File: src/core/csdec_consts.svh
// Register indexes, field positions and reset values of the chip-select decoder
`ifndef CSDEC_CONSTS_SVH
`define CSDEC_CONSTS_SVH

// Register indexes; the APB byte address is four times the index
`define CSDEC_IDX_BASE0 10'h080
`define CSDEC_IDX_MASK0 10'h084
`define CSDEC_IDX_CTRL0 10'h08a
`define CSDEC_IDX_BASE1 10'h08c
`define CSDEC_IDX_MASK1 10'h090
`define CSDEC_IDX_CTRL1 10'h096
`define CSDEC_IDX_SHARED 10'h098
`define CSDEC_IDX_MASK2 10'h09c
`define CSDEC_IDX_CTRL2 10'h0a2
`define CSDEC_IDX_MASK3 10'h0aa
`define CSDEC_IDX_CTRL3 10'h0ae
`define CSDEC_IDX_MASK4 10'h0b6
`define CSDEC_IDX_CTRL4 10'h0ba
`define CSDEC_IDX_MASK5 10'h0c2
`define CSDEC_IDX_CTRL5 10'h0c6
`define CSDEC_IDX_MASK6 10'h0ce
`define CSDEC_IDX_CTRL6 10'h0d2
`define CSDEC_IDX_MASK7 10'h0da
`define CSDEC_IDX_CTRL7 10'h0de

// Mask register fields
`define CSDEC_MASK_VALID 0
`define CSDEC_MASK_CPU 8
`define CSDEC_MASK_WR_LOW 32'hffff0101
`define CSDEC_MASK_WR_MID 32'h00000001
`define CSDEC_MASK_WR_TOP 32'h00000101

// Control register fields
`define CSDEC_CTRL_WS_HI 13
`define CSDEC_CTRL_WS_LO 10
`define CSDEC_CTRL_AA 8
`define CSDEC_CTRL_PS_HI 7
`define CSDEC_CTRL_PS_LO 6
`define CSDEC_CTRL_BEM 5
`define CSDEC_CTRL_BSTR 4
`define CSDEC_CTRL_BSTW 3
`define CSDEC_CTRL_WR 16'h3df8
`define CSDEC_CTRL0_RESET 16'h3c20

// Banks two to seven decode 2 MB blocks above the shared base
`define CSDEC_UPPER_BLOCK_LSB 21

`endif

File: src/core/csdec_pkg.sv
// Types shared by the chip-select decoder
package csdec_pkg;

    typedef enum logic [1:0] {
        CSDEC_W32 = 2'h0,
        CSDEC_W8 = 2'h1,
        CSDEC_W16 = 2'h2
    } csdec_width_t;

    typedef enum logic [1:0] {
        CSDEC_BYTE = 2'h0,
        CSDEC_WORD = 2'h1,
        CSDEC_LONG = 2'h2,
        CSDEC_LINE = 2'h3
    } csdec_size_t;

endpackage

File: src/core/csdec_lane_decode.sv
// Byte lane decode from port width, transfer size and low address bits
`timescale 1ns/100ps
module csdec_lane_decode (
    // Cycle description
    input wire csdec_pkg::csdec_width_t width,
    input wire csdec_pkg::csdec_size_t size,
    input wire logic [1:0] addr_lo,
    // Active-low lanes, lane 0 is data bits 31:24
    output logic [3:0] lane_n
);
    import csdec_pkg::*;

    always_comb begin
        lane_n = 4'hf;
        unique case (size)
            CSDEC_BYTE: begin
                unique case (width)
                    CSDEC_W8: lane_n = 4'he;
                    CSDEC_W16: lane_n = addr_lo[0] ? 4'hd : 4'he;
                    default: lane_n = ~(4'h1 << addr_lo);
                endcase
            end
            CSDEC_WORD: begin
                unique case (width)
                    CSDEC_W8: lane_n = 4'he;
                    CSDEC_W16: lane_n = 4'hc;
                    default: lane_n = addr_lo[1] ? 4'h3 : 4'hc;
                endcase
            end
            default: begin
                unique case (width)
                    CSDEC_W8: lane_n = 4'he;
                    CSDEC_W16: lane_n = 4'hc;
                    default: lane_n = 4'h0;
                endcase
            end
        endcase
    end

endmodule

File: src/core/csdec_top.sv
// Chip-select decoder: APB registers, bank compare and cycle attribute outputs
// How it works
// - Every bank has mask and control register
// - Banks 0,1: 16-bit base, 32-bit mask
// - Banks 2-7 share one 8-bit base
// - Upper banks decode fixed 2 MB blocks
// - Control sets width, burst, waits, auto-ack
// - Bank 0 global select after reset
// - Banks 0,1,7 may match processor-space cycles
// - Every access compared against all banks
// - No match: external, burst-off, 32-bit cycle
// - Multiple match: all selects, external 32-bit
// - Single match: use that bank's control
// - Static sizing from port width field
// - Word transfer lane pattern per width
// - Longword and line lane pattern per width
// - Reset disables banks, bank 0 strapped
// - Global bank 0 until valid bit set
// - Strap bits 6:5 choose boot width
// - Read enable only on match, falling edge
//
// Design decisions made here: the placing of the registers and the APB register port.
`timescale 1ns/100ps
`include "csdec_consts.svh"
module csdec_top (
    // Clock and reset
    input wire logic pclk,
    input wire logic presetn,
    // APB register port
    input wire logic psel,
    input wire logic penable,
    input wire logic pwrite,
    input wire logic [11:0] paddr,
    input wire logic [31:0] pwdata,
    output logic [31:0] prdata,
    output logic pready,
    output logic pslverr,
    // Access from the processor core
    input wire logic acc_active,
    input wire logic [31:0] acc_addr,
    input wire csdec_pkg::csdec_size_t acc_size,
    input wire logic acc_write,
    input wire logic acc_cpu_space,
    // Data bus levels seen during reset
    input wire logic [7:0] strap_data,
    // External memory side
    output logic [7:0] bank_select_n,
    output logic [3:0] lane_write_strobe_n,
    output logic read_enable_n,
    // Cycle attributes for the bus controller
    output csdec_pkg::csdec_width_t cycle_port_width,
    output logic cycle_burst_ok,
    output logic cycle_ext_term,
    output logic cycle_auto_ack,
    output logic [3:0] cycle_wait_states,
    output logic cycle_multi_match
);
    import csdec_pkg::*;

    localparam logic [9:0] MASK_IDX [8] = '{`CSDEC_IDX_MASK0, `CSDEC_IDX_MASK1, `CSDEC_IDX_MASK2,
        `CSDEC_IDX_MASK3, `CSDEC_IDX_MASK4, `CSDEC_IDX_MASK5, `CSDEC_IDX_MASK6, `CSDEC_IDX_MASK7};
    localparam logic [9:0] CTRL_IDX [8] = '{`CSDEC_IDX_CTRL0, `CSDEC_IDX_CTRL1, `CSDEC_IDX_CTRL2,
        `CSDEC_IDX_CTRL3, `CSDEC_IDX_CTRL4, `CSDEC_IDX_CTRL5, `CSDEC_IDX_CTRL6, `CSDEC_IDX_CTRL7};
    localparam logic [31:0] MASK_WR [8] = '{`CSDEC_MASK_WR_LOW, `CSDEC_MASK_WR_LOW, `CSDEC_MASK_WR_MID,
        `CSDEC_MASK_WR_MID, `CSDEC_MASK_WR_MID, `CSDEC_MASK_WR_MID, `CSDEC_MASK_WR_MID, `CSDEC_MASK_WR_TOP};

    logic [15:0] bank_base_reg [2];
    logic [7:0] shared_upper_bank_base_reg;
    logic [31:0] bank_mask_reg [8];
    logic [15:0] bank_control_reg [8];
    logic [2:0] strap_q1;
    logic [2:0] strap_q2;
    logic strap_done;
    logic [9:0] reg_idx;
    logic apb_write;
    logic reg_hit;
    logic boot_valid;
    logic [7:0] match;
    logic [3:0] match_count;
    logic [15:0] sel_ctrl;
    csdec_width_t sel_width;
    csdec_width_t next_width;
    logic [3:0] lane_n;
    logic acc_write_q;

    function automatic csdec_width_t width_of(input logic [1:0] ps);
        unique case (ps)
            2'h0: width_of = CSDEC_W32;
            2'h1: width_of = CSDEC_W8;
            default: width_of = CSDEC_W16;
        endcase
    endfunction

    // APB slave: zero wait states, error on unmapped index
    assign reg_idx = paddr[11:2];
    assign apb_write = psel & penable & pwrite & reg_hit;
    assign pready = 1'b1;
    assign pslverr = psel & penable & ~reg_hit;

    always_comb begin
        reg_hit = (reg_idx == `CSDEC_IDX_BASE0) || (reg_idx == `CSDEC_IDX_BASE1) ||
            (reg_idx == `CSDEC_IDX_SHARED);
        prdata = 32'h0;
        if (reg_idx == `CSDEC_IDX_BASE0) begin
            prdata = {16'h0, bank_base_reg[0]};
        end
        if (reg_idx == `CSDEC_IDX_BASE1) begin
            prdata = {16'h0, bank_base_reg[1]};
        end
        if (reg_idx == `CSDEC_IDX_SHARED) begin
            prdata = {24'h0, shared_upper_bank_base_reg};
        end
        for (int i = 0; i < 8; i++) begin
            if (reg_idx == MASK_IDX[i]) begin
                reg_hit = 1'b1;
                prdata = bank_mask_reg[i];
            end
            if (reg_idx == CTRL_IDX[i]) begin
                reg_hit = 1'b1;
                prdata = {16'h0, bank_control_reg[i]};
            end
        end
    end

    // Base registers
    always_ff @(posedge pclk or negedge presetn) begin
        if (!presetn) begin
            bank_base_reg[0] <= 16'h0;
            bank_base_reg[1] <= 16'h0;
            shared_upper_bank_base_reg <= 8'h0;
        end else if (apb_write) begin
            if (reg_idx == `CSDEC_IDX_BASE0) begin
                bank_base_reg[0] <= pwdata[15:0];
            end
            if (reg_idx == `CSDEC_IDX_BASE1) begin
                bank_base_reg[1] <= pwdata[15:0];
            end
            if (reg_idx == `CSDEC_IDX_SHARED) begin
                shared_upper_bank_base_reg <= pwdata[7:0];
            end
        end
    end

    // Strap synchroniser runs through reset so pin levels are ready at release
    always_ff @(posedge pclk) begin
        strap_q1 <= strap_data[7:5];
        strap_q2 <= strap_q1;
    end

    always_ff @(posedge pclk or negedge presetn) begin
        if (!presetn) begin
            strap_done <= 1'b0;
        end else begin
            strap_done <= 1'b1;
        end
    end

    // Mask and control registers, one pair per bank
    generate
        for (genvar g = 0; g < 8; g++) begin : g_bank_regs
            always_ff @(posedge pclk or negedge presetn) begin
                if (!presetn) begin
                    bank_mask_reg[g] <= 32'h0;
                end else if (apb_write && reg_idx == MASK_IDX[g]) begin
                    bank_mask_reg[g] <= pwdata & MASK_WR[g];
                end
            end
            if (g == 0) begin : g_boot_ctrl
                always_ff @(posedge pclk or negedge presetn) begin
                    if (!presetn) begin
                        bank_control_reg[g] <= `CSDEC_CTRL0_RESET;
                    end else if (!strap_done) begin
                        bank_control_reg[g][`CSDEC_CTRL_AA] <= strap_q2[2];
                        bank_control_reg[g][`CSDEC_CTRL_PS_HI:`CSDEC_CTRL_PS_LO] <= strap_q2[1:0];
                    end else if (apb_write && reg_idx == CTRL_IDX[g]) begin
                        bank_control_reg[g] <= pwdata[15:0] & `CSDEC_CTRL_WR;
                    end
                end
            end else begin : g_ctrl
                always_ff @(posedge pclk or negedge presetn) begin
                    if (!presetn) begin
                        bank_control_reg[g] <= 16'h0;
                    end else if (apb_write && reg_idx == CTRL_IDX[g]) begin
                        bank_control_reg[g] <= pwdata[15:0] & `CSDEC_CTRL_WR;
                    end
                end
            end
        end
    endgenerate

    // Bank compare
    assign boot_valid = bank_mask_reg[0][`CSDEC_MASK_VALID];

    generate
        for (genvar g = 0; g < 8; g++) begin : g_match
            logic addr_hit;
            logic bank_on;
            if (g < 2) begin : g_low
                assign addr_hit = ((acc_addr[31:16] ^ bank_base_reg[g]) & ~bank_mask_reg[g][31:16]) == 16'h0;
            end else begin : g_up
                assign addr_hit = (acc_addr[31:24] == shared_upper_bank_base_reg) &&
                    (acc_addr[23:`CSDEC_UPPER_BLOCK_LSB] == 3'(g - 2));
            end
            assign bank_on = bank_mask_reg[g][`CSDEC_MASK_VALID] && (g == 0 || boot_valid);
            if (g == 0) begin : g_global
                assign match[g] = acc_active && (!bank_on ||
                    (acc_cpu_space ? bank_mask_reg[g][`CSDEC_MASK_CPU] : addr_hit));
            end else begin : g_normal
                assign match[g] = acc_active && bank_on &&
                    (acc_cpu_space ? bank_mask_reg[g][`CSDEC_MASK_CPU] : addr_hit);
            end
        end
    endgenerate

    always_comb begin
        match_count = 4'h0;
        sel_ctrl = 16'h0;
        for (int i = 0; i < 8; i++) begin
            match_count = match_count + {3'h0, match[i]};
            if (match[i]) begin
                sel_ctrl = sel_ctrl | bank_control_reg[i];
            end
        end
    end

    assign sel_width = width_of(sel_ctrl[`CSDEC_CTRL_PS_HI:`CSDEC_CTRL_PS_LO]);
    assign next_width = (match_count == 4'h1) ? sel_width : CSDEC_W32;

    csdec_lane_decode csdec_lane_decode_inst (
        .width(next_width),
        .size(acc_size),
        .addr_lo(acc_addr[1:0]),
        .lane_n(lane_n)
    );

    // Cycle outputs, one clock after the access is presented
    always_ff @(posedge pclk or negedge presetn) begin
        if (!presetn) begin
            bank_select_n <= 8'hff;
            lane_write_strobe_n <= 4'hf;
            cycle_port_width <= CSDEC_W32;
            cycle_burst_ok <= 1'b0;
            cycle_ext_term <= 1'b1;
            cycle_auto_ack <= 1'b0;
            cycle_wait_states <= 4'h0;
            cycle_multi_match <= 1'b0;
        end else begin
            bank_select_n <= ~match;
            lane_write_strobe_n <= 4'hf;
            if (acc_active && (acc_write || (match_count == 4'h1 && sel_ctrl[`CSDEC_CTRL_BEM]))) begin
                lane_write_strobe_n <= lane_n;
            end
            cycle_port_width <= next_width;
            cycle_multi_match <= match_count > 4'h1;
            if (match_count == 4'h1) begin
                cycle_burst_ok <= acc_write ? sel_ctrl[`CSDEC_CTRL_BSTW] : sel_ctrl[`CSDEC_CTRL_BSTR];
                cycle_ext_term <= ~sel_ctrl[`CSDEC_CTRL_AA];
                cycle_auto_ack <= sel_ctrl[`CSDEC_CTRL_AA];
                cycle_wait_states <= sel_ctrl[`CSDEC_CTRL_WS_HI:`CSDEC_CTRL_WS_LO];
            end else begin
                cycle_burst_ok <= 1'b0;
                cycle_ext_term <= 1'b1;
                cycle_auto_ack <= 1'b0;
                cycle_wait_states <= 4'h0;
            end
        end
    end

    // Read enable moves on the falling edge from the registered selects
    always_ff @(posedge pclk or negedge presetn) begin
        if (!presetn) begin
            acc_write_q <= 1'b0;
        end else begin
            acc_write_q <= acc_write;
        end
    end

    always_ff @(negedge pclk or negedge presetn) begin
        if (!presetn) begin
            read_enable_n <= 1'b1;
        end else begin
            read_enable_n <= ~((bank_select_n != 8'hff) && !acc_write_q);
        end
    end

    a_no_match_ext: assert property (@(posedge pclk) disable iff (!presetn)
        acc_active && match == 8'h0 |=> cycle_ext_term && !cycle_burst_ok && cycle_port_width == CSDEC_W32)
        else $error("no-match cycle not external 32-bit");
    a_multi_all_selects: assert property (@(posedge pclk) disable iff (!presetn)
        match_count > 4'h1 |=> bank_select_n == ~$past(match) && cycle_ext_term && cycle_multi_match)
        else $error("multiple match handled wrongly");
    a_single_bank_width: assert property (@(posedge pclk) disable iff (!presetn)
        match_count == 4'h1 |=> cycle_port_width == $past(sel_width) && cycle_auto_ack == !cycle_ext_term)
        else $error("single match did not use bank control");
    a_global_boot_bank: assert property (@(posedge pclk) disable iff (!presetn)
        acc_active && !boot_valid |=> !bank_select_n[0] && bank_select_n[7:1] == 7'h7f)
        else $error("global bank 0 not selected alone");
    a_upper_block_hit: assert property (@(posedge pclk) disable iff (!presetn)
        acc_active && !acc_cpu_space && boot_valid && bank_mask_reg[2][0] &&
        acc_addr[31:21] == {shared_upper_bank_base_reg, 3'h0} |=> !bank_select_n[2])
        else $error("bank 2 missed its 2 MB block");
    a_read_enable_match: assert property (@(posedge pclk) disable iff (!presetn)
        !read_enable_n |-> bank_select_n != 8'hff)
        else $error("read enable without a selected bank");
    a_word_upper_lanes: assert property (@(posedge pclk) disable iff (!presetn)
        acc_active && acc_write && acc_size == CSDEC_WORD && acc_addr[1] && next_width == CSDEC_W32
        |=> lane_write_strobe_n == 4'h3)
        else $error("32-bit word lanes wrong");
    a_long_narrow_lanes: assert property (@(posedge pclk) disable iff (!presetn)
        acc_active && acc_write && acc_size != CSDEC_BYTE && acc_size != CSDEC_WORD && next_width == CSDEC_W8
        |=> lane_write_strobe_n == 4'he)
        else $error("8-bit longword lanes wrong");
    a_boot_strap_width: assert property (@(posedge pclk) disable iff (!presetn)
        $rose(strap_done) |-> bank_control_reg[0][7:6] == $past(strap_q2[1:0]) &&
        bank_control_reg[0][8] == $past(strap_q2[2]) && bank_mask_reg[7] == 32'h0)
        else $error("boot width not taken from strap");

endmodule

File: config.mk
export PLATFORM = sky130hd
export DESIGN_NAME = csdec_top
export DESIGN_NICKNAME = d
export VERILOG_FILES = /design/src/core/csdec_pkg.sv /design/src/core/csdec_lane_decode.sv /design/src/core/csdec_top.sv
export VERILOG_INCLUDE_DIRS = /design/src /design/src/core
export SDC_FILE = /design/constraint.sdc
export NUM_CORES = 1
export LEC_CHECK = 0
export BUFFER_PORTS_ARGS = -buffer_cell sky130_fd_sc_hd__buf_2
export CELL_PAD_IN_SITES_DETAIL_PLACEMENT = 1
export CELL_PAD_IN_SITES_GLOBAL_PLACEMENT = 1
export CORE_UTILIZATION = 46
export DETAILED_ROUTE_END_ITERATION = 6
export HOLD_SLACK_MARGIN = 0.15
export PLACE_DENSITY = 0.84
export SYNTH_ARGS = -nofsm -noshare
export SYNTH_HDL_FRONTEND = slang
export SYNTH_SLANG_ARGS = --single-unit
File: constraint.sdc
create_clock -name pclk -period 8.3 [get_ports pclk]
set_input_delay 0.415 -clock pclk [delete_from_list [all_inputs] [get_ports pclk]]
set_output_delay 0.415 -clock pclk [all_outputs]
set_load 0.05 [all_outputs]
=== Word-level counts from Yosys, hierarchy flattened ===
Index checks and enable logic that the tools add are counted.

* Bits in registers: 194
* Latch bits: 0
* Memory bits (writable): 0
* Memory bits (read-only): 0
* Bits of input ports: 94
* Output and inout bits: 57
* Logic and storage cells: 225
* Memories: 0

* $add $sub $neg: 7
* Multipliers: 0
* Div/mod/pow operators: 0
* $lt $le $gt $ge: 1
* Equality and inequality tests: 32
* Shift operators: 1
* Multiplexer cells: 67
* Bitwise gates (word level): 22
* Reductions and logical operators: 62

{| class="wikitable"
|+ Operator list
! kind !! number
|-
| 32-bit two-way mux || 16
|-
| 10-bit by 8-bit equality test with 1-bit output, second input constant || 19
|-
| 14-bit two-way mux || 8
|-
| 14-bit OR || 7
|-
| 16-bit two-way mux || 3
|-
| 1-bit logical AND || 47
|-
| 16-bit bitwise AND || 2
|-
| 16-bit zero test || 2
|-
| 16-bit NOT || 2
|-
| 4-bit one-hot mux with 2 select lines || 4
|-
| 16-bit bitwise XOR || 2
|-
| 1-bit two-way mux || 28
|-
| 4-bit by 1-bit adder with 4-bit output || 4
|-
| 4-bit two-way mux || 3
|-
| 9-bit two-way mux || 1
|-
| 8-bit equality test || 1
|-
| 8-bit != test, second input constant || 1
|-
| 8-bit NOT || 1
|-
| 2-bit AND reduction || 4
|-
| 2-bit by 1-bit equality test with 1-bit output, second input constant || 3
|-
| 3-bit by 2-bit equality test with 1-bit output, second input constant || 2
|-
| 3-bit equality test, second input constant || 2
|-
| 3-bit by 1-bit adder with 4-bit output || 1
|-
| 1-bit bitwise AND || 4
|-
| other kinds (17) || 25
|}

=== Depth between registers and ports, before layout ===
Gate-level depths: netlist of run 1.

* Word-level depth: 28
* Mapped depth: 24
* Gate-level depth less buffers: 23

=== Hierarchy ===
From an unflattened synthesis of run 1, not the netlist that was laid out.

* Cells, all modules: 870
* Area total of the unflattened synthesis: 10158.5 um2

{| class="wikitable"
|+ By module, submodules not included
! module !! instances !! cells each !! area each (um2)
|-
| csdec_top || 1 || 852 || 10025.9
|-
| csdec_lane_decode || 1 || 18 || 132.6
|}

==> flow_summary.json, run 1 <==
{
  "outcome": "finished clean",
  "post_synth.cell_area_avg_um2": 11.4,
  "wl_per_cell_um": 27.3,
  "grt_overflow": 0,
  "total_power_mw": 2.01,
  "clkSlewWorstSetupHoldPaths_ns": 0.08,
  "die_area_um2": 22700,
  "post-route-worst-setup-slack_ns": 1.43,
  "ys_ff_latch": 194,
  "ys_seq_area_share_pct": 47.6,
  "muxShareOfSynthArea_pct": 18.1,
  "drive_gt1_share_pct": 36.2,
  "worstSetupPathType": "reg -> reg",
  "peakVddDrop_uv": 154,
  "die_h_um": 151,
  "use_met1_pct": 42.7,
  "rrSetupSlack_ns": 1.43,
  "yosysUniqueCellTypes": 75,
  "setup-tns-final_ns": 0,
  "syn_inst": 896,
  "synthesis.area_um2": 10200,
  "grt_pass1_vias": 9028,
  "yosys_warnings": 0,
  "synth.top_cell.area_share_pct": 41.5,
  "endpoint": "lane_write_strobe_n[1]$_DFF_PN1_",
  "gp_congestion": 0.938,
  "synth_compound_area_share_pct": 13.1,
  "cts_tree": "yes",
  "firstDrtPassIters": 6,
  "synth_simple_gate_area_share_pct": 13.3,
  "slew_headroom_pct": 7.47,
  "cts_root_buf": "clkbuf_16",
  "synth.largest_area_cell": "dfrtp_1",
  "placement.io_buffers": 128,
  "max_cap_viol_count": 0,
  "startpoint": "bank_mask_reg[224]$_DFFE_PN0P_",
  "start_kind": "flop",
  "io-pin-count": 151,
  "yosys-top-cells-area": "dfrtp_1 (42%), mux2_2 (16%), dfstp_2 (4.9%), xnor2_1 (3.2%), nand2_1 (2.3%)",
  "crit_path_max_fanout": 9,
  "grt_max_degree": 78,
  "cts.repair.resized": 0,
  "critPathSlowestCell": "dfrtp_1",
  "r2r_cells": 23,
  "worstMarginPinSlew_ns": 1.38,
  "finClkSkew_ns": 0.0241,
  "ctsHoldBuffers": 4,
  "final_common_cell": "dfrtp_1",
  "hold_viol": 0,
  "postCtsSetupRepairBufs": 0,
  "post_drt_via_cell_ratio": 6.66,
  "critPathRequiredTime_ns": 8.66,
  "grtUsageTotal_pct": 32.7,
  "cts_buffers": 17,
  "hold_path.class": "in -> reg",
  "crit_chain": "and3_1, o21ai_0, nor4_1, nand3_1, nand2b_1, inv_1, fa_1, inv_1, fa_1, inv_1, fa_1, inv_1, ha_1, fa_1, or2_2, a21oi_1, and2_1, nand3b_1, ha_1, a211oi_1, a31oi_1, o32a_1, or3_1",
  "slowest_delay_ns": 0.56,
  "setup_viol": 0,
  "busiest_layer": "met2",
  "drt_iter0_markers": 1181,
  "rsz0062_at_grt": "false",
  "hpwlAfterDp_mm": 24.1,
  "finalInstanceArea_um2": 11800,
  "p_per_area_nw_per_um2": 171,
  "fp.dieW_um": 151,
  "clock_latency_ns": 0.46,
  "clkSinkCount": 194,
  "dp_slack_ns": 1.33,
  "grtUsageMet2_pct": 52.4,
  "fmax_mhz": 146,
  "timing.rr.start": "bank_mask_reg[224]$_DFFE_PN0P_",
  "whs_ns": 0.202,
  "use_met3_pct": 6.51,
  "area_growth_pct": 15.5,
  "crit_path_end_kind": "flop",
  "num_vias": 8712,
  "leakagePower_nw": 5.50,
  "final_cell_mix": "dfrtp_1 (169), mux2_2 (145), buf_2 (127)",
  "synth_ff_type": "dfrtp_1",
  "synth_top_family_by_area": "multiplexers",
  "clockBufferDepth": 2,
  "start_util_pct": 46.8,
  "arrival_ns": 7.23,
  "ant_nets": 0,
  "slew_viol_final": 0,
  "num_rows": 54,
  "antenna_found_initial": 0,
  "nNetsFinal": 1120,
  "placed_cell_area_um2": 11100,
  "grt_pass1_wl_mm": 54.3,
  "n_antenna_cell": 0,
  "post-route-drc-count": 0,
  "period_share_pct": 82.8,
  "holdPathStages": 1,
  "synth_edf_count": 0,
  "synthXorXnorAreaFrac_pct": 3.52,
  "async_reset_ff_share_pct": 96.9,
  "largest_reg_flops": 80,
  "wl_mm": 35.8,
  "finalCriticalPeriod_ns": 6.87,
  "r2r-end": "lane_write_strobe_n[1]$_DFF_PN1_",
  "synth-adder-area-share_pct": 1.52,
  "core_um2": 21800,
  "h-tree-depth": 4
}
through the flow:
stage               std cells  utilization [%]
finish                   1309             54.1
global route             1309             54.1
CTS                      1309             54.1
detailed placement       1273             51.0
global placement         1273             51.0
floorplan                 897                -
power breakdown:
part | switching [mW] | internal, mW
Combinational | 0.0999 | 0.0423
Clock | 0.384 | 0.517
Sequential | 0.00786 | 0.955
final cells by class:
| type | instances | area, µm² |
|---|---|---|
| Clock buffer | 21 | 450 |
| Inverter | 20 | 75.1 |
| Tap cell | 280 | 350 |
| Sequential cell | 194 | 4850 |
| Fill cell | 2373 | 9990 |
| Clock inverter | 12 | 176 |
| Multi-Input combinational cell | 635 | 5070 |
| Timing Repair Buffer | 147 | 800 |
per-layer routing:
layer  vias to the layer above  routed length, µm
met3                       127               3000
met4                         0               1610
met1                      4487              14300
met2                       493              16900
met5                         -                  0
li1                       3605                  -
cell families (layout without fill, tap and decap cells):
kind of cell / count (synthesis) / after routing
buffers and inverters: 68 / 200
multiplexers: 161 / 161
flip-flops: 194 / 194
other: 1 / 2
AND/OR/NAND/NOR: 238 / 238
AO/OA/AOI/OAI: 183 / 183
adder cells (fa/ha/maj): 10 / 10
XOR/XNOR: 41 / 41
how the worst min path moves through the flow:
| stage | start | to | slack (ns) |
|---|---|---|---|
| after global routing | acc_write | acc_write_q$_DFF_PN0_ | 0.17 |
| final | acc_write | acc_write_q$_DFF_PN0_ | 0.20 |
| after detailed placement | strap_q1[0]$_DFF_P_ | strap_q2[0]$_DFF_P_ | 0.31 |
| after global placement | strap_q1[0]$_DFF_P_ | strap_q2[0]$_DFF_P_ | 0.31 |
| after CTS | acc_write | acc_write_q$_DFF_PN0_ | 0.18 |
| after floorplan | presetn | acc_write_q$_DFF_PN0_ | 0.12 |
worst max-delay path: cells and delay by family (launching register included):
family          cells  cell delay, ns
fa+ha+maj           6            2.61
simple gates        8            2.43
buf+inv             4            0.28
compound gates      5            0.90
flops               1            0.56
synthesized netlist by cell type (7+ instances only):
cell / instances
and3_1: 7
dfstp_2: 19
nor3_1: 11
mux2_4: 10
inv_1: 21
a22oi_1: 26
a221oi_1: 13
nor4_1: 10
mux2_2: 145
o21ai_0: 31
nand3_1: 26
or3_1: 9
a21oi_1: 25
clkbuf_1: 31
a222oi_1: 21
nand2_1: 62
nor2_1: 46
nand4_1: 15
o22ai_1: 15
dfrtp_1: 169
a22o_1: 24
xnor2_1: 37
Power figures use the tool's default switching activity.
==> inputs of run 2 (changes only) <==
==> constraint.sdc (replaced) <==
create_clock -name pclk -period 7.2 [get_ports pclk]
set_input_delay 0.36 -clock pclk [delete_from_list [all_inputs] [get_ports pclk]]
set_output_delay 0.36 -clock pclk [all_outputs]
set_load 0.05 [all_outputs]
==> run 2 against run 1 <==
  * Utilization up 0.32 points
  * Final area up 0.60%
  * Power is 16% higher
  * Register-to-register slack got worse by 1.2 ns
  * Worst hold slack worse by 0.052 ns
  * Setup slack got worse by 1.2 ns
  * Via count is 3.0% higher
  * First-iteration DRC count fell by 22%
  * Combinational power up 20%
  * Critical endpoint unchanged
==> flow_summary.json, run 2 (synthesized netlist as in run 1, its figures left out) <==
{
  "outcome": "finished clean",
  "cts_buffers": 17,
  "p_sw_mw": 0.603,
  "critPathRequiredTime_ns": 7.58,
  "slew_headroom_pct": 6.10,
  "io-pin-count": 151,
  "cts_root_buf": "clkbuf_16",
  "slew_viol_final": 0,
  "fmax_mhz": 144,
  "dp_slack_ns": 0.527,
  "area_growth_pct": 16.2,
  "die_area_um2": 22700,
  "arrival_ns": 7.34,
  "clkSinkCount": 194,
  "grt_pass1_vias": 9317,
  "p_comb_share_pct": 7.3,
  "cts.repair.resized": 0,
  "post_drt_via_cell_ratio": 6.81,
  "nNetsFinal": 1127,
  "whs_ns": 0.150,
  "placement.io_buffers": 128,
  "crit_path_end_kind": "flop",
  "period_share_pct": 96.7,
  "h-tree-depth": 4,
  "cts_tree": "yes",
  "fin_util_pct": 54.4,
  "setup-tns-final_ns": 0,
  "clkSlewWorstSetupHoldPaths_ns": 0.08,
  "start_util_pct": 46.8,
  "drive_gt1_share_pct": 36.7,
  "wl_per_cell_um": 28.6,
  "num_vias": 8971,
  "gp_congestion": 0.928,
  "leakagePower_nw": 5.54,
  "total_power_mw": 2.32,
  "hpwlAfterDp_mm": 24.6,
  "p_per_area_nw_per_um2": 196,
  "p_int_mw": 1.72,
  "hold_start": "pwdata[17]",
  "final_cell_mix": "dfrtp_1 (169), mux2_2 (145), buf_2 (127)",
  "p_seq_share_pct": 47.8,
  "start_kind": "flop",
  "finClkSkew_ns": 0.0274,
  "num_rows": 54,
  "post-place-cells": 1276,
  "drt_iter0_markers": 926,
  "postCtsSetupRepairBufs": 0,
  "timing.rr.start": "bank_base_reg[5]$_DFFE_PN0P_",
  "ant_nets": 0,
  "post-route-worst-setup-slack_ns": 0.235,
  "placed_cell_area_um2": 11100,
  "fp.dieW_um": 151,
  "startpoint": "bank_base_reg[5]$_DFFE_PN0P_",
  "die_h_um": 151,
  "hold_path.class": "in -> reg",
  "p_clk_share_pct": 44.9,
  "post-route-drc-count": 0,
  "clockBufferDepth": 2,
  "worstSetupPathType": "reg -> reg",
  "stdcell_count": 1317,
  "largest_reg_flops": 80,
  "grt_overflow": 0,
  "antenna_found_initial": 1,
  "hold_viol": 0,
  "wl_mm": 37.7,
  "setup_viol": 0,
  "clock_latency_ns": 0.47,
  "finalInstanceArea_um2": 11800,
  "firstDrtPassIters": 6,
  "max_cap_viol_count": 0,
  "core_um2": 21800,
  "finalCriticalPeriod_ns": 6.96,
  "grt_pass1_wl_mm": 57.2,
  "grt_max_degree": 73,
  "worstMarginPinSlew_ns": 1.40,
  "peakVddDrop_uv": 154,
  "grtUsageTotal_pct": 34.6,
  "crit_path_max_fanout": 7,
  "netSwitchingFraction_pct": 25.9,
  "final_common_cell": "dfrtp_1"
}
run 2: changes by cell type in the layout (fill, tap and decap cells not counted):
cell           delta
buf_4             +3
clkinv_2          -1
inv_8             +2
clkinvlp_2        +1
diode_2           +1
bufinv_16         -1
clkinv_1          -1
dlygate4sd3_1     +3
buf_6             +1
clkbuf_1          -3
inv_6             +3
run 2: power by group through the flow:
stage                     Clock [mW]  Sequential, mW  Combinational [mW]
final                           1.04            1.11               0.170
after global routing            1.08            1.11               0.182
after CTS                       1.04            1.11               0.166
after detailed placement     0.00174            1.13               0.160
after global placement       0.00174            1.13               0.156
after floorplan              0.00174            1.14              0.0687
run 2: worst max-delay path: stages (launching register included):
cell      delay (ns)
dfrtp_1         0.41
xnor2_1         0.37
o22ai_1         0.17
nor4_1          0.49
buf_4           0.28
nand3_1         0.14
nand2b_1        0.23
inv_1           0.12
fa_1            0.53
inv_1           0.06
fa_1            0.50
inv_1           0.05
fa_1            0.53
inv_1           0.04
ha_1            0.21
fa_1            0.44
or2_2           0.31
a21oi_1         0.25
and2_1          0.29
nand3b_1        0.12
ha_1            0.42
a211oi_1        0.21
a31oi_1         0.09
o32a_1          0.32
or3_1           0.32
run 2: path summary, 6_finish.rpt:
check	cells past startpoint	endpoint	slack (ns)
worst max-delay path	24	lane_write_strobe_n[1]$_DFF_PN1_	0.24
min in group asynchronous	2	cycle_multi_match$_DFF_PN0_	0.41
max in group asynchronous	2	read_enable_n$_DFF_NN1_	2.83
worst min register to register	0	strap_q2[1]$_DFF_P_	0.33
worst min-delay path	2	bank_mask_reg[209]$_DFFE_PN0P_	0.15
worst max register to register	24	lane_write_strobe_n[1]$_DFF_PN1_	0.24
run 2: layout make-up:
class,instances,area (µm²)
antenna,1,2.50
clock buffer,18,439
clock inverter,15,191
fill,2325,9920
inverter,20,75.1
multi-input combinational,635,5070
sequential,194,4850
tap,280,350
timing repair buffer,154,863
run 2: timing repair:
item,in CTS,in global routing
hold endpoints to repair,49,0
endpoints found under the setup margin,0,0
hold buffers,7,0
run 2: per-layer routing:
layer	global-route usage [%]	share of wire, %	vias to the layer above	wire [µm]
met3	9.73	10	168	3800
met2	54.7	47	626	17800
met4	18.6	5.5	0	2060
li1	-	-	3619	-
met1	42.9	37	4558	14100
met5	0	0	-	0
==> inputs of run 3 (changes only) <==
--- a/config.mk
+++ b/config.mk
@@ -9,6 +9,7 @@
 export BUFFER_PORTS_ARGS = -buffer_cell sky130_fd_sc_hd__buf_2
 export CELL_PAD_IN_SITES_DETAIL_PLACEMENT = 1
 export CELL_PAD_IN_SITES_GLOBAL_PLACEMENT = 1
+export CORE_MARGIN = 2
 export CORE_UTILIZATION = 46
 export DETAILED_ROUTE_END_ITERATION = 6
 export HOLD_SLACK_MARGIN = 0.15
==> run 3 against run 2 <==
  * Register-to-register slack got worse by 0.08 ns
  * Maximum frequency decreased by 1.1%
  * Flip-flop and latch count unchanged
  * Routed wire length decreased by 0.70%
  * Combinational power about the same
  * Critical endpoint unchanged
  * Worst hold slack improved by 0.0097 ns
  * Global-route usage decreased by 2.4 points
  * Sequential power about the same
  * Critical path type unchanged
  * Critical path depth unchanged
  * Clock skew decreased by 0.0056 ns
==> flow_summary.json, run 3 (synthesized netlist as in run 1, its figures left out) <==
{
  "grt_max_degree": 68,
  "area_growth_pct": 16.6,
  "outcome": "finished clean",
  "finalInstanceArea_um2": 11900,
  "placement.io_buffers": 128,
  "die_area_um2": 23400,
  "wl_mm": 37.4,
  "clockBufferDepth": 2,
  "total_power_mw": 2.34,
  "clkSlewWorstSetupHoldPaths_ns": 0.08,
  "hold_viol": 0,
  "grtUsageTotal_pct": 32.2,
  "p_int_mw": 1.75,
  "nNetsFinal": 1130,
  "finClkSkew_ns": 0.0218,
  "fp.dieW_um": 153,
  "p_per_area_nw_per_um2": 197,
  "largest_reg_flops": 80,
  "cts_tree": "yes",
  "stdcell_count": 1321,
  "p_clk_share_pct": 45.2,
  "setup-tns-final_ns": 0,
  "cts_buffers": 17,
  "crit_path_max_fanout": 9,
  "post_drt_via_cell_ratio": 6.74,
  "die_h_um": 153,
  "hold_path.class": "in -> reg",
  "final_common_cell": "dfrtp_1",
  "antenna_found_initial": 2,
  "clkSinkCount": 194,
  "grt_overflow": 0,
  "grt_pass1_wl_mm": 57.7,
  "period_share_pct": 97.8,
  "fillers": 2335,
  "grt_pass1_vias": 9552,
  "post-route-worst-setup-slack_ns": 0.156,
  "start_util_pct": 46.8,
  "start_kind": "flop",
  "peakVddDrop_uv": 176,
  "num_rows": 54,
  "crit_path_end_kind": "flop",
  "hpwlAfterDp_mm": 24.3,
  "cts_root_buf": "clkbuf_16",
  "post-route-drc-count": 0,
  "worstMarginPinSlew_ns": 1.33,
  "wl_per_cell_um": 28.3,
  "post-place-cells": 1278,
  "firstDrtPassIters": 6,
  "rsz0062_at_grt": "false",
  "slew_headroom_pct": 11.1,
  "p_sw_mw": 0.586,
  "placed_cell_area_um2": 11100,
  "core_um2": 21800,
  "clock_latency_ns": 0.46,
  "setup_viol": 0,
  "p_seq_share_pct": 47.5,
  "final_cell_mix": "dfrtp_1 (169), mux2_2 (145), buf_2 (127)",
  "num_vias": 8897,
  "slew_viol_final": 0,
  "io-pin-count": 151,
  "drive_gt1_share_pct": 36.7,
  "drt_iter0_markers": 1061,
  "fmax_mhz": 142,
  "arrival_ns": 7.41,
  "max_cap_viol_count": 0,
  "leakagePower_nw": 5.55,
  "gp_congestion": 0.935,
  "h-tree-depth": 4,
  "netSwitchingFraction_pct": 25.0,
  "ant_nets": 0,
  "critPathRequiredTime_ns": 7.57,
  "p_comb_share_pct": 7.3,
  "dp_slack_ns": 0.579,
  "finalCriticalPeriod_ns": 7.04,
  "worstSetupPathType": "reg -> reg"
}
-- run 3: cell types whose count changed in the layout (fill, tap and decap cells not counted), sizes merged --
cell | previous run | this run
buf | 147 | 148
bufinv | 3 | 4
clkbuf | 18 | 19
clkinv | 1 | 2
clkinvlp | 1 | 2
diode | 1 | 2
dlygate4sd3 | 7 | 9
inv | 30 | 26
-- run 3: per-layer routing --
layer | vias up | part of all wire [%] | GRT usage (%)
li1 | 3628 | - | -
met1 | 4516 | 38 | 40.5
met2 | 592 | 47 | 51.4
met3 | 159 | 9.7 | 8.76
met4 | 2 | 5.3 | 16.3
met5 | - | 0.10 | 0
-- run 3: timing repair --
action | 4_1_cts | 5_1_grt
gates resized for setup | 0 | 1
endpoints found under the hold margin | 72 | 0
setup endpoints to repair | 0 | 1
setup buffers | 0 | 0
hold buffers | 9 | 0
-- run 3: worst max-delay path, cell delays in order (launching register included) --
cell and delay [ns]:
dfrtp_1 0.58, and3_1 0.25, o21ai_0 0.17, nor4_2 0.41, buf_4 0.27, nand3_1 0.22, nand2b_1 0.25, inv_1 0.12
fa_1 0.51, inv_1 0.06, fa_1 0.50, inv_1 0.05, fa_1 0.54, inv_1 0.05, ha_1 0.21, fa_1 0.44
or2_2 0.31, a21oi_1 0.27, nand2_1 0.28, nor2_1 0.21, ha_1 0.31, a211oi_1 0.26, a31oi_1 0.07, o32a_1 0.30
or3_1 0.31
-- run 3: path summary, 6_finish.rpt --
check | startpoint | end | slack, ns | depth (start not counted)
max in group asynchronous | presetn | read_enable_n$_DFF_NN1_ | 2.68 | 2
min reg2reg | strap_q1[2]$_DFF_P_ | strap_q2[2]$_DFF_P_ | 0.33 | 0
min | pwdata[30] | bank_mask_reg[222]$_DFFE_PN0P_ | 0.16 | 2
max reg2reg | bank_mask_reg[224]$_DFFE_PN0P_ | lane_write_strobe_n[1]$_DFF_PN1_ | 0.16 | 24
min in group asynchronous | presetn | bank_mask_reg[223]$_DFFE_PN0P_ | 0.47 | 2
max | bank_mask_reg[224]$_DFFE_PN0P_ | lane_write_strobe_n[1]$_DFF_PN1_ | 0.16 | 24
-- run 3: area by class of cell --
type	instances	area [µm²]	share of cell area (%)
antenna	2	5.00	0.0421
clock buffer	19	443	3.73
clock inverter	14	201	1.70
inverter	20	75.1	0.632
multi-input combinational	635	5070	42.7
sequential	194	4850	40.8
tap	280	350	2.95
timing repair buffer	157	887	7.47
-- run 3: power by group through the flow --
stage                     logic [mW]  registers, mW  clock network [mW]
after detailed placement       0.160           1.13             0.00174
after CTS                      0.168           1.11                1.07
after floorplan               0.0687           1.14             0.00174
after global placement         0.155           1.13             0.00174
final                          0.170           1.11                1.06
after global routing           0.183           1.11                1.11
-- run 3: metrics by stage --
| stage | hold slack (ns) | utilization, % |
|---|---|---|
| 2_1_floorplan | 0.0644 | - |
| 3_3_place_gp | 0.311 | 51.2 |
| 3_5_place_dp | 0.313 | 51.2 |
| 4_1_cts | 0.152 | 54.6 |
| 5_1_grt | 0.167 | 54.6 |
| 6_report | 0.160 | 54.6 |
